==> config.mk <==
export PLATFORM = sky130hd
export DESIGN_NAME = sdram_command_timing
export DESIGN_NICKNAME = d
export VERILOG_FILES = /design/src/sdram_timing_pkg.sv /design/src/stream_if.sv /design/src/stream_fifo.sv /design/src/sdram_command_timing.sv
export SDC_FILE = /design/constraint.sdc
export NUM_CORES = 1
export LEC_CHECK = 0
export ABC_AREA = 1
export BUFFER_PORTS_ARGS = -buffer_cell sky130_fd_sc_hd__clkbuf_2
export CAP_MARGIN = 20
export CORE_MARGIN = 5
export CORE_UTILIZATION = 58
export DETAILED_ROUTE_END_ITERATION = 6
export GPL_TIMING_DRIVEN = 0
export PLACE_DENSITY_LB_ADDON = 0.12
export REMOVE_ABC_BUFFERS = 1
export SLEW_MARGIN = 25
export SYNTH_ARGS = -nofsm -noshare
export SYNTH_HDL_FRONTEND = slang
export SYNTH_HIERARCHICAL = 1
export SYNTH_SLANG_ARGS = --single-unit
==> constraint.sdc <==
create_clock -name sys_clk -period 4.33 [get_ports sys_clk]
set_input_delay 1.0825 -clock sys_clk [delete_from_list [all_inputs] [get_ports sys_clk]]
set_output_delay 1.0825 -clock sys_clk [all_outputs]
set_load 0.01 [all_outputs]
==> src/sdram_timing_pkg.sv <==
package sdram_timing_pkg;

	// Array geometry.
	localparam int BANK_W = 2;
	localparam int ROW_W = 12;
	localparam int COL_W = 8;
	localparam int DQ_W = 16;
	localparam int BANKS = 4;
	localparam int ARR_ADDR_W = BANK_W + ROW_W + COL_W;
	localparam int WR_WORD_W = ARR_ADDR_W + DQ_W;
	localparam int WR_FIFO_DEPTH = 4;

	// Command codes as {cs_n, ras_n, cas_n, we_n}.
	localparam logic [3:0] CMD_LMR = 4'h0;
	localparam logic [3:0] CMD_PRE = 4'h2;
	localparam logic [3:0] CMD_ACT = 4'h3;
	localparam logic [3:0] CMD_WRITE = 4'h4;
	localparam logic [3:0] CMD_READ = 4'h5;
	localparam logic [3:0] CMD_BST = 4'h6;

	// Address bit that selects all banks on a precharge.
	localparam int AP_BIT = 10;

	// Mode word fields and codes.
	localparam int BL_LSB = 0;
	localparam int BL_MSB = 2;
	localparam int RLS_LSB = 4;
	localparam int RLS_MSB = 6;
	localparam logic [2:0] RLS_THREE = 3'h3;
	localparam logic [2:0] BL_CODE_RESET = 3'h0;
	localparam logic [2:0] BL_CODE_FULL = 3'h7;

	// Burst lengths, counted in beats.
	localparam int BURST_W = 9;
	localparam logic [BURST_W-1:0] BURST_ONE = 9'h001;
	localparam logic [BURST_W-1:0] BURST_FULL = 9'h100;

	// Latencies in cycles.
	localparam int CLOCK_ENABLE_LATENCY = 1;
	localparam int READ_MASK_FLOAT_LATENCY = 2;
	localparam int WRITE_MASK_LATENCY = 0;

	// Burst sequencing state.
	typedef enum logic [1:0] {
		BURST_IDLE,
		BURST_READ,
		BURST_WRITE
	} burst_state_type;

endpackage

==> src/stream_if.sv <==
`timescale 1ns/1ps
// Valid/ready word stream into and out of the write buffer.
interface stream_if #(parameter int WIDTH = 8);
	logic valid;
	logic ready;
	logic [WIDTH-1:0] data;
	modport source (output valid, output data, input ready);
	modport sink (input valid, input data, output ready);
endinterface // stream_if

==> src/stream_fifo.sv <==
`timescale 1ns/1ps
module stream_fifo #(
	parameter int WIDTH = 8,
	parameter int DEPTH = 4
) (
	// Clock and reset.
	input wire logic sys_clk,
	input wire logic resetn,
	// Filling and draining sides.
	stream_if.sink in_s,
	stream_if.source out_s
);
	localparam int PTR_W = $clog2(DEPTH);
	localparam int CNT_W = $clog2(DEPTH + 1);
	localparam logic [PTR_W-1:0] PTR_LAST = PTR_W'(DEPTH - 1);
	localparam logic [CNT_W-1:0] CNT_FULL = CNT_W'(DEPTH);

	logic [WIDTH-1:0] mem_r [DEPTH];
	logic [PTR_W-1:0] wr_ptr_r;
	logic [PTR_W-1:0] rd_ptr_r;
	logic [CNT_W-1:0] count_r;
	logic [CNT_W-1:0] count_nxt;
	logic full_r;
	logic empty_r;
	logic push;
	logic pop;

	// Full and empty are flops so that ready and valid leave cleanly.
	assign push = in_s.valid && !full_r;
	assign pop = out_s.ready && !empty_r;
	assign in_s.ready = !full_r;
	assign out_s.valid = !empty_r;
	assign out_s.data = mem_r[rd_ptr_r];

	// Storage needs no reset; empty_r hides stale words.
	always_ff @(posedge sys_clk) begin
		if (push) begin
			mem_r[wr_ptr_r] <= in_s.data;
		end
	end

	// Pointers wrap at the last slot, so any depth works.
	always_ff @(posedge sys_clk or negedge resetn) begin
		if (!resetn) begin
			wr_ptr_r <= '0;
			rd_ptr_r <= '0;
		end else begin
			if (push) begin
				wr_ptr_r <= (wr_ptr_r == PTR_LAST) ? '0 : wr_ptr_r + 1'b1;
			end
			if (pop) begin
				rd_ptr_r <= (rd_ptr_r == PTR_LAST) ? '0 : rd_ptr_r + 1'b1;
			end
		end
	end

	// Occupancy after this edge.
	always_comb begin
		count_nxt = count_r;
		if (push && !pop) begin
			count_nxt = count_r + 1'b1;
		end else if (pop && !push) begin
			count_nxt = count_r - 1'b1;
		end
	end

	// Occupancy and flags.
	always_ff @(posedge sys_clk or negedge resetn) begin
		if (!resetn) begin
			count_r <= '0;
			full_r <= 1'b0;
			empty_r <= 1'b1;
		end else begin
			count_r <= count_nxt;
			full_r <= (count_nxt == CNT_FULL);
			empty_r <= (count_nxt == '0);
		end
	end
endmodule // stream_fifo

==> src/sdram_command_timing.sv <==
`timescale 1ns/1ps
// Function
// - READ or WRITE may follow every cycle; device takes each READ, and each WRITE word while write_space is high.
// - Clock enable low suspends the device after one cycle.
// - Clock enable high resumes the device after one cycle.
// - Write mask applies to the data word of the same cycle.
// - Read outputs float two cycles after the mask is sampled high.
// - First write word arrives with the WRITE command, zero delay.
// - PRECHARGE ends read data after three or two cycles by latency.
// - First read word appears two or three clocks after READ.
module sdram_command_timing
	import sdram_timing_pkg::*;
(
	// Clock and reset.
	input wire logic sys_clk,
	input wire logic resetn,
	// Command pins.
	input wire logic cke,
	input wire logic cs_n,
	input wire logic ras_n,
	input wire logic cas_n,
	input wire logic we_n,
	input wire logic [BANK_W-1:0] ba,
	input wire logic [ROW_W-1:0] addr,
	input wire logic dqm,
	// Data pins, split into input, output and enable.
	input wire logic [DQ_W-1:0] dq_in,
	output logic [DQ_W-1:0] dq_out,
	output logic dq_oe,
	// Status.
	output logic clock_suspended,
	output logic write_space,
	// Array read port; data returns in the same cycle.
	output logic arr_rd_en,
	output logic [ARR_ADDR_W-1:0] arr_rd_addr,
	input wire logic [DQ_W-1:0] arr_rd_data,
	// Array write port, fed from the write buffer.
	output logic arr_wr_valid,
	output logic [ARR_ADDR_W-1:0] arr_wr_addr,
	output logic [DQ_W-1:0] arr_wr_data,
	input wire logic arr_wr_ready
);

	logic [3:0] cmd;
	logic cmd_ok;
	logic is_act;
	logic is_read;
	logic is_write;
	logic is_pre;
	logic is_bst;
	logic is_lmr;
	logic pre_hit;
	logic beat_cont;
	logic rd_beat;
	logic wr_beat;
	logic [BANK_W-1:0] beat_bank;
	logic [COL_W-1:0] beat_col;
	logic sel_valid;
	logic [DQ_W-1:0] sel_data;
	logic suspended_r;
	logic lat3_r;
	logic [2:0] bl_code_r;
	logic [ROW_W-1:0] open_row_r [BANKS];
	burst_state_type state_r;
	logic [BANK_W-1:0] bank_r;
	logic [COL_W-1:0] col_r;
	logic [BURST_W-1:0] left_r;
	logic rd_en_r;
	logic [ARR_ADDR_W-1:0] rd_addr_r;
	logic p1_valid_r;
	logic [DQ_W-1:0] p1_data_r;
	logic dqm_d1_r;
	logic out_valid_r;
	logic [DQ_W-1:0] dq_out_r;
	logic dq_oe_r;

	stream_if #(.WIDTH(WR_WORD_W)) push_if ();
	stream_if #(.WIDTH(WR_WORD_W)) pop_if ();

	// Beats per burst for a mode code; reserved codes give one beat.
	function automatic logic [BURST_W-1:0] burst_len(input logic [2:0] code);
		logic [BURST_W-1:0] len;
		len = BURST_ONE;
		if (code == BL_CODE_FULL) begin
			len = BURST_FULL;
		end else if (code <= 3'h3) begin
			len = BURST_ONE << code;
		end
		return len;
	endfunction

	// Command decode; nothing is taken while the clock is suspended.
	always_comb begin
		cmd = {cs_n, ras_n, cas_n, we_n};
		cmd_ok = !suspended_r;
		is_act = cmd_ok && (cmd == CMD_ACT);
		is_read = cmd_ok && (cmd == CMD_READ);
		is_write = cmd_ok && (cmd == CMD_WRITE);
		is_pre = cmd_ok && (cmd == CMD_PRE);
		is_bst = cmd_ok && (cmd == CMD_BST);
		is_lmr = cmd_ok && (cmd == CMD_LMR);
		pre_hit = is_pre && (addr[AP_BIT] || (ba == bank_r));
		beat_cont = cmd_ok && (state_r != BURST_IDLE) && !pre_hit &&
			!is_bst && !is_read && !is_write;
		// A new column command always wins over a running burst.
		beat_bank = (is_read || is_write) ? ba : bank_r;
		beat_col = (is_read || is_write) ? addr[COL_W-1:0] : col_r;
		rd_beat = is_read || (beat_cont && (state_r == BURST_READ));
		wr_beat = is_write || (beat_cont && (state_r == BURST_WRITE));
	end

	// Clock enable is seen one edge late, which gives the entry/exit latency.
	always_ff @(posedge sys_clk or negedge resetn) begin
		if (!resetn) begin
			suspended_r <= 1'b0;
		end else begin
			suspended_r <= !cke;
		end
	end

	// Mode word; loads are only legal with every bank idle.
	always_ff @(posedge sys_clk or negedge resetn) begin
		if (!resetn) begin
			lat3_r <= 1'b0;
			bl_code_r <= BL_CODE_RESET;
		end else if (is_lmr) begin
			lat3_r <= (addr[RLS_MSB:RLS_LSB] == RLS_THREE);
			bl_code_r <= addr[BL_MSB:BL_LSB];
		end
	end

	// Open row per bank.
	always_ff @(posedge sys_clk or negedge resetn) begin
		if (!resetn) begin
			for (int i = 0; i < BANKS; i++) begin
				open_row_r[i] <= '0;
			end
		end else if (is_act) begin
			open_row_r[ba] <= addr;
		end
	end

	// Burst sequencer: stops on burst stop or a precharge of its bank.
	always_ff @(posedge sys_clk or negedge resetn) begin
		if (!resetn) begin
			state_r <= BURST_IDLE;
			bank_r <= '0;
			col_r <= '0;
			left_r <= '0;
		end else if (is_read || is_write) begin
			bank_r <= ba;
			col_r <= addr[COL_W-1:0] + 8'h01;
			left_r <= burst_len(bl_code_r) - BURST_ONE;
			if (burst_len(bl_code_r) == BURST_ONE) begin
				state_r <= BURST_IDLE;
			end else begin
				state_r <= is_read ? BURST_READ : BURST_WRITE;
			end
		end else if (pre_hit || is_bst) begin
			state_r <= BURST_IDLE;
		end else if (beat_cont) begin
			col_r <= col_r + 8'h01;
			left_r <= left_r - BURST_ONE;
			if (left_r == BURST_ONE) begin
				state_r <= BURST_IDLE;
			end
		end
	end

	// Array reads are issued on the edge that takes the beat.
	always_ff @(posedge sys_clk or negedge resetn) begin
		if (!resetn) begin
			rd_en_r <= 1'b0;
			rd_addr_r <= '0;
		end else begin
			rd_en_r <= rd_beat;
			if (rd_beat) begin
				rd_addr_r <= {beat_bank, open_row_r[beat_bank], beat_col};
			end
		end
	end

	// Latency three adds one stage ahead of the output flop.
	always_comb begin
		sel_valid = lat3_r ? p1_valid_r : rd_en_r;
		sel_data = lat3_r ? p1_data_r : arr_rd_data;
	end

	// Read pipeline; the pins register so the word stands a full cycle.
	always_ff @(posedge sys_clk or negedge resetn) begin
		if (!resetn) begin
			p1_valid_r <= 1'b0;
			p1_data_r <= '0;
			dqm_d1_r <= 1'b0;
			out_valid_r <= 1'b0;
			dq_out_r <= '0;
			dq_oe_r <= 1'b0;
		end else begin
			p1_valid_r <= rd_en_r;
			p1_data_r <= arr_rd_data;
			dqm_d1_r <= dqm;
			out_valid_r <= sel_valid;
			dq_out_r <= sel_data;
			dq_oe_r <= sel_valid && !dqm_d1_r;
		end
	end

	// Write words enter the buffer on the command edge itself; a masked
	// word is simply not stored. A word offered while the buffer is full
	// is lost, so the controller must watch write_space.
	assign push_if.valid = wr_beat && !dqm;
	assign push_if.data = {beat_bank, open_row_r[beat_bank], beat_col, dq_in};
	assign pop_if.ready = arr_wr_ready;

	stream_fifo #(.WIDTH(WR_WORD_W), .DEPTH(WR_FIFO_DEPTH)) wr_fifo (
		.sys_clk(sys_clk),
		.resetn(resetn),
		.in_s(push_if),
		.out_s(pop_if)
	);

	// Outputs.
	assign dq_out = dq_out_r;
	assign dq_oe = dq_oe_r;
	assign clock_suspended = suspended_r;
	assign write_space = push_if.ready;
	assign arr_rd_en = rd_en_r;
	assign arr_rd_addr = rd_addr_r;
	assign arr_wr_valid = pop_if.valid;
	assign arr_wr_addr = pop_if.data[WR_WORD_W-1:DQ_W];
	assign arr_wr_data = pop_if.data[DQ_W-1:0];

	a_suspend_entry:
	assert property (@(posedge sys_clk) disable iff (!resetn)
		!cke |=> clock_suspended ##1 !arr_rd_en)
		else $error("Clock suspend not entered one cycle after enable fell.");

	a_suspend_exit:
	assert property (@(posedge sys_clk) disable iff (!resetn)
		cke |=> !clock_suspended)
		else $error("Clock not resumed one cycle after enable rose.");

	a_write_mask_now:
	assert property (@(posedge sys_clk) disable iff (!resetn)
		(is_write && dqm) |-> !push_if.valid)
		else $error("Masked write word was stored.");

	a_write_first_word:
	assert property (@(posedge sys_clk) disable iff (!resetn)
		(is_write && !dqm && write_space) |-> push_if.valid &&
		push_if.data[DQ_W-1:0] == dq_in ##1 !write_space || arr_wr_valid)
		else $error("First write word not taken with the command.");

	a_read_float_mask:
	assert property (@(posedge sys_clk) disable iff (!resetn)
		dqm |-> ##2 !dq_oe)
		else $error("Outputs not floated two cycles after read mask.");

	a_read_latency_two:
	assert property (@(posedge sys_clk) disable iff (!resetn)
		(is_read && !lat3_r) |-> ##2 out_valid_r)
		else $error("Read word missing two cycles after READ.");

	a_read_latency_three:
	assert property (@(posedge sys_clk) disable iff (!resetn)
		(is_read && lat3_r) |-> ##3 out_valid_r)
		else $error("Read word missing three cycles after READ.");

	a_pre_float_three:
	assert property (@(posedge sys_clk) disable iff (!resetn)
		(pre_hit && lat3_r) |-> ##3 !dq_oe)
		else $error("Outputs not floated three cycles after PRECHARGE.");

	a_pre_float_two:
	assert property (@(posedge sys_clk) disable iff (!resetn)
		(pre_hit && !lat3_r) |-> ##2 !dq_oe)
		else $error("Outputs not floated two cycles after PRECHARGE.");

	a_column_each_cycle:
	assert property (@(posedge sys_clk) disable iff (!resetn)
		is_read |=> arr_rd_en &&
		arr_rd_addr[COL_W-1:0] == $past(addr[COL_W-1:0]))
		else $error("Column command not accepted in its cycle.");

endmodule // sdram_command_timing

==> results.txt, run 1 <==
* Unrepaired setup endpoints after global routing: no
- Final worst path period share: 0.831
- Registers take 8100 um2.
- Number of buffers added on ports: 135
- Cts repair resizes: 0
- Synth warnings: 6
- Synthesis instantiated 35 different standard cells from the library.
* Buf/Inv on CP: 2
* Most area-consuming cells after synthesis: edfxtp_1, dfrtp_1, nand2_1
* FF-to-FF End: wr_fifo/mem_r[3][25]
- The clock passes through at most 3 buffers.
* Row count: 53
* Area fraction of the dominant cell type after synthesis: 0.372
* Chain of cells forming the critical path: inv_2 -> o21ai_0 -> o22ai_1 -> clkbuf_2
* Number of CTS-inserted buffers: 30
- Slew Limit Headroom: 0.393
- Subtracting the final worst setup slack from the clock period gives 3600 ps.
- In the final layout, the multi-input gates occupy 3530 um2.
- The tightest min-delay check is of the reg2reg type.
- The filler cells instantiated in the layout total 1621.
* Average routed wire per standard cell: about 16 um
- Power per unit of standard cell area: 607 nW/um2
- The portion of synthesized area spent on multiplexers is 0.000816.
* Number of hold buffers added after cts: 0
- Post-Synth Adder-Cell Area: 0.0122
- After detailed routing, the number of remaining DRC violations is 0.
- On the final layout, the worst clock skew is 13.7 ps.
- Antenna violations before repair: 0
- Layout area overhead: 16.1%
- At the placement stage, the worst setup path has a slack of 308 ps.
- After clock tree synthesis, the clock-pin slew on the worst setup and hold paths is 60 ps.
- The number of pins with negative max-slew slack in the final report came to 0.
* Area inside the core boundary: 21000 um2
* Number of cells traversed by the worst hold path: 0
- Startpoint of the worst-slack reg-to-reg timing path: clock_suspended
* Highest attainable clock frequency: 278 MHz
* IR Drop Worst-Case VDD: 446 uV
- For this design, the slowest cell found on the critical path is dfrtp_2.
* R2R depth: 6
- Post-synthesis xor/xnor area fraction: 0.00357
- Critical path arrival: 2520 ps
- Setup ws final: between 700 and 800 ps
- Startpoint of the most critical hold path: arr_rd_en
- Worst Hold Endpoint: p1_valid_r
- In the synthesized netlist, the cells that appear most often are nand2_1, edfxtp_1, dfrtp_1.
- Leakage power total: 0.00622 uW
- 0 antenna diodes ended up in the layout.
- Of the total synthesized cell area, the portion taken by AND, OR, NAND and NOR gates is 0.165.
* Pin count of the biggest net entering global routing: roughly 80
* CTS H-tree depth: 1
* EDFF count, synth: 152
- The synthesized-area fraction occupied by ao, oa, aoi and oai cells came to 0.103.
- Result of the run: finished clean
- Setup violations remaining at the end of the flow were counted as 0.
- The number of hold violations in the final report was 0.
- At the later pin of the worst-skew pair, clock insertion delay measures 540 ps.
- Total negative setup slack: 0 ps
- The first routing iteration left 562 violations.
- Most common cell in the netlist: nand2_1
- For this configuration, the core starts out at a cell density of 0.585.
- Total grt overflow: 0
- Across the run, the number of max-cap violations was 0.
* Synth Register Bits: 293
- For this run, the share of the core covered by cells in the final layout is 0.680.
- In the global route stage, overall resource usage came out at 0.211.
* Critical path startpoint category: flip-flop
* Floorplan die width: around 160 um
* Maximum cell stage delay along the critical path: 690 ps
- Share of layout cells above drive strength 1: 0.176
- The final route contains roughly 8500 vias.
* Crit path kind: reg2out
- The first global-routing pass estimated 41600 um of wire.
- Transition time at the pin with the least slew margin: 908 ps
* Kind of end point of the critical path: output pin
- WP data required: between 3000 and 4000 ps
- WL final: 25400 um
- Part of the Yosys area used for sequential elements: 0.660
- Summing internal, switching and leakage power gives 8650 uW.
* Detailed placer's ending HPWL: 15900 um
* Synthesized cell area: between 10000 and 15000 um2
- Clock tree from TritonCTS: yes
- Mapped Avg Cell Area: ~10 um2
* Most used flip-flop cell after synthesis: edfxtp_1
* First-pass iteration count of the detailed router: 6
* Vertical die dimension: 155 um
* Layout Nets: 1358
- After synthesis, the largest family of logic cells by area is simple AND/OR/NAND/NOR gates.
- The cell family contributing the most delay on the critical path is buffers and inverters.
* Library cell occupying the most area in the post-synthesis netlist: edfxtp_1
- The via count of the first global-routing pass came to 8221.
- roughly 140 I/O pins were placed.
- Post-CTS setup-driven buffer insertion count: 0
- GP Congestion: roughly 0.81
* Count of antenna-violating nets left after detailed routing: 0
- Counting every sink on the clock net gives 293.
* Master cell of the clock root buffer: clkbuf_16
- After detailed routing, the number of vias per cell comes to 5.34.
- Largest driver fanout on the critical path: 40
* R2r setup slk: about 1100 ps
- Of all flip-flops after synthesis, the portion carrying an async set or reset was 0.481.
* Total die area: 24200 um2
* Synthesized instance count: ~1200
-- sequential cells by signal, indices dropped and copies added (netlist names) --
name              cells
state_r               2
p1_valid_r            1
left_r                9
col_r                 8
wr_fifo/full_r        1
arr_rd_addr          22
wr_fifo/rd_ptr_r      2
wr_fifo/count_r       3
dq_out               16
lat3_r                1
wr_fifo/empty_r       1
arr_rd_en             1
bank_r                2
wr_fifo/wr_ptr_r      2
bl_code_r             3
wr_fifo/mem_r       152
dqm_d1_r              1
dq_oe                 1
clock_suspended       1
p1_data_r            16
open_row_r           48
-- how the worst max path moves through the flow --
stage / startpoint / endpoint / slack (ps) / cells after the start
floorplan: ras_n / wr_fifo/mem_r[0][0] / 180 / 9
global placement: ras_n / wr_fifo/mem_r[0][13] / -1510 / 10
detailed placement: ras_n / arr_rd_addr[5] / 310 / 8
CTS: wr_fifo/rd_ptr_r[1] / arr_wr_addr[21] / 680 / 4
global route: wr_fifo/rd_ptr_r[1] / arr_wr_addr[1] / 550 / 4
finish: wr_fifo/rd_ptr_r[1] / arr_wr_addr[7] / 730 / 4
-- logic make-up (layout without fill, tap and decap cells) --
logic type,Yosys count,after routing
DFF,293,293
buffers and inverters,150,295
muxes,1,1
adders and majority gates,12,12
xor gates and xnor gates,5,5
and+or+nand+nor,489,489
AOI/OAI and AO/OA,220,220
-- layout by cell type, fill, tap and decap left out, types with 8 or more instances in the layout --
cell	synthesis	routed
o21ai_1	13	13
inv_1	87	87
clkinv_1	1	10
dfrtp_1	140	138
ha_1	12	12
nor2_4	5	9
o22ai_1	41	41
clkbuf_2	0	134
o21ai_0	132	132
edfxtp_1	152	152
o211ai_1	18	18
nand2_2	7	8
nand2_1	295	294
nand3_1	61	60
clkbuf_16	0	31
nor2_1	104	100
-- stage by stage --
stage / cells / hold slack [ps] / cell area [um2]
floorplan: 1116 / 375 / 11900
global placement: 1526 / 405 / 13000
detailed placement: 1534 / 394 / 13200
CTS: 1590 / 423 / 14200
global route: 1590 / 431 / 14200
finish: 1590 / 420 / 14200
-- cell type report --
| cell class | count | share of cell area |
|---|---|---|
| Tap cell | 275 | 0.0242 |
| Clock buffer | 37 | 0.0567 |
| Clock inverter | 19 | 0.0156 |
| Sequential cell | 293 | 0.569 |
| Timing Repair Buffer | 143 | 0.0618 |
| Inverter | 96 | 0.0256 |
| Multi-Input combinational cell | 727 | 0.248 |
-- layer usage --
layer	part of all wire	track usage	vias to the layer above
li1	-	-	4194
met1	0.44	0.293	4005
met2	0.48	0.349	255
met3	0.070	0.0401	30
met4	0.016	0.0504	0
met5	0	0	-
-- worst reg2reg max path, stage by stage (launching register included) --
cell	delay (ps)
dfrtp_1	450
nor2_4	280
nand2_2	430
o21ai_2	820
clkinv_2	510
o211ai_1	220
nand2_1	190
-- power by group --
group,switching [uW],internal (uW),total [uW],leakage (uW)
logic,1560,847,2410,0.00256
clock network,1020,1620,2640,0.000497
registers,262,3340,3600,0.00317
total,2840,5810,8650,0.00622
(Power assumes the default switching activity.)
==> inputs of run 2 (changes only) <==
- CORE_UTILIZATION: 58 -> 53
- clock period: 4.33 -> 3.3 ns (I/O delays scaled with it)
==> run 2 against run 1 <==
Against the previous run: sequential cell count is the same; count of clock-buffer cells in the layout rose by 5; combinational power up 32%; global-route usage is 1.1 points lower; hold slack got worse by 170 ps; critical path depth did not move; clock power rose by 17%; wire length is 3.5% higher; sequential power up 31%; critical path type unchanged; largest cell class unchanged.
==> results.txt, run 2 (synthesis results as in run 1) <==
- Result of the run: finished clean
- After detailed routing, the number of vias per cell comes to between 5 and 6.
* Critical path startpoint category: flip-flop
- Data arrives at the worst endpoint at ~2300 ps.
- After routing the design area is approximately 14000 um2.
* Number of buffers added on ports: 135
* First-pass iteration count of the detailed router: 4
* Placed cell areas: 13200 um2
* WP data required: 2470 ps
* IR Drop Worst-Case VDD: 438 uV
- Clock tree from TritonCTS: yes
- Floorplan die width: between 150 and 200 um
- Register containing the most flip-flops in the final layout: wr_fifo/mem_r
- CTS Buffer Depth: 3
* Wire length of the first global-routing pass: 42500 um
- Row generation in the floorplan step produced 55 rows.
- Across every metal layer, demand over resource in global routing totals 0.200.
- Fillers: 1909
* Hold violation count in the final report: 0
* Setup ws final: 156 ps
- For this run, design rule violations remaining after detail routing come to 0.
- Entering global routing, the biggest net connects 87 pins.
* Total design power: 11000 uW
- Clock tree synthesis selected as its root buffer the cell clkbuf_16.
- In the final design database the tool counted 1359 nets.
- Layout area overhead: 15.5%
- Via count: 8508
- CTS H-tree depth: 1
* Commonest cells after routing, fill and taps aside: nand2_1, edfxtp_1, dfrtp_1, clkbuf_2, o21ai_0
- Final core occ: 0.624
- Measured against its own limit, the worst slew margin works out to 0.388.
- Number of global-route vias before repair: 8083
* Antenna violations before repair: 0
- The largest single stage delay on the critical path is 700 ps.
- Worst skew pair latency: 550 ps
* Cell type group with the largest total delay on the critical path: flip-flops
- Total grt overflow: 0
- Top-level I/O count: 136
- Total number of clock tree sinks: about 290
- Chain of cells forming the critical path: inv_4 -> o21ai_0 -> o22ai_1 -> clkbuf_2
- STA classifies the critical path endpoint as an output pin.
* Number of placed instances, taps included: 1545
- Detailed placer's ending HPWL: 16500 um
- Share of layout cells above drive strength 1: 0.172
- The register with the most flip-flops in the layout has 152 of them.
- Dividing total power by cell area gives a power density of 778 nW/um2.
* Pre-CTS setup slack: -428 ps
- The detail route stage leaves a number of antenna-violating nets equal to 0.
- Buffers inserted during clock tree synthesis total 30.
* Transition time at the pin with the least slew margin: a little over 900 ps
- The slowest stage of the critical path belongs to the cell dfrtp_2.
* Leakage power total: 0.00617 uW
- Worst clock skew: 11.6 ps
- Count of final setup violators: 0
- Crit path kind: reg2out
- WL final: 26300 um
- At the end of routability-driven placement, the weighted congestion stood at around 0.79.
- The floorplan step defined a die boundary enclosing 26300 um2.
- Filler-free cell count of the finished design: 1601
* Max-capacitance violation count: 0
- Leaving out fill and tap cells, the most frequent cell in the layout is nand2_1.
- Register clock-pin slew on the reported worst setup and hold paths: 60 ps
- Max Slew Vio Count: 0
* Average routed wire per standard cell: around 16 um
* Number of diodes added for antenna fixing: 0
* Final worst path period share: 0.953
* Initial core utilization: 0.540
- Highest attainable clock frequency: around 320 MHz
- The path class of the tightest hold or removal check is in2async.
- Largest driver fanout on the critical path: 40
* First-iteration detailed-routing DRC count: 592
- The smallest clock period supported by the final layout is computed as roughly 3100 ps.
* Area inside the core boundary: around 23000 um2
- Vertical die dimension: between 150 and 200 um
- Counting both buffers and inverters, the worst setup path holds a total of 2.
- Setup repair after global routing left no endpoint under its margin.
[run 2: changes by cell type in the layout (fill, tap and decap cells not counted), sizes merged]
| cell | change |
|---|---|
| buf | +1 |
| bufinv | -4 |
| clkbuf | +5 |
| inv | -1 |
[run 2: timing repair]
item	in CTS	in global routing
hold buffers	0	0
setup endpoints to repair	23	62
buffers inserted	0	0
pin swaps	0	0
gates resized for setup	2	2
[run 2: cell type report]
| cell class | instances | area (um2) | area share |
|---|---|---|---|
| inverter | 96 | 372 | 0.0262 |
| multi-input combinational | 727 | 3530 | 0.249 |
| clock inverter | 14 | 97.6 | 0.00689 |
| timing repair buffer | 144 | 901 | 0.0636 |
| sequential | 293 | 8100 | 0.572 |
| clock buffer | 42 | 806 | 0.0569 |
| tap | 285 | 357 | 0.0252 |
[run 2: worst paths after layout]
check,from,end,slack [ps],cells after the start
worst min-delay path,resetn,wr_fifo/count_r[2],250,1
worst min register to register,dqm_d1_r,dq_oe,400,1
worst max-delay path,wr_fifo/rd_ptr_r[1],arr_wr_addr[21],160,4
min in group sys_clk,arr_rd_data[14],p1_data_r[14],400,1
max in group asynchronous,resetn,open_row_r[19],2270,2
worst max register to register,clock_suspended,wr_fifo/mem_r[3][1],270,9
[run 2: stage by stage]
| step | TNS [ps] | hold WS (ps) |
|---|---|---|
| finish | 0 | 250 |
| global route | 0 | 271 |
| CTS | 0 | 245 |
| detailed placement | -44740 | 398 |
| global placement | -584700 | 394 |
| floorplan | -90270 | 375 |
[run 2: metal layers]
layer,vias up,share of wire,global-route usage
met5,-,0,0
met4,0,0.019,0.0458
met3,34,0.063,0.0442
met2,212,0.47,0.323
met1,4066,0.45,0.280
li1,4196,-,-
[run 2: where the power goes]
group	switching (uW)	total [uW]	internal (uW)
Combinational	2080	3190	1120
Clock	1320	3090	1770
Sequential	347	4730	4390
[run 2: worst register-to-register path: stages (launching register included)]
cell and delay (ps):
dfrtp_1 440, nor2_4 110, nand2_2 510, nand2_1 130, nor2_1 110, nand2_1 60, a21oi_1 290, nand2_2 240
nor2_4 570, buf_12 270
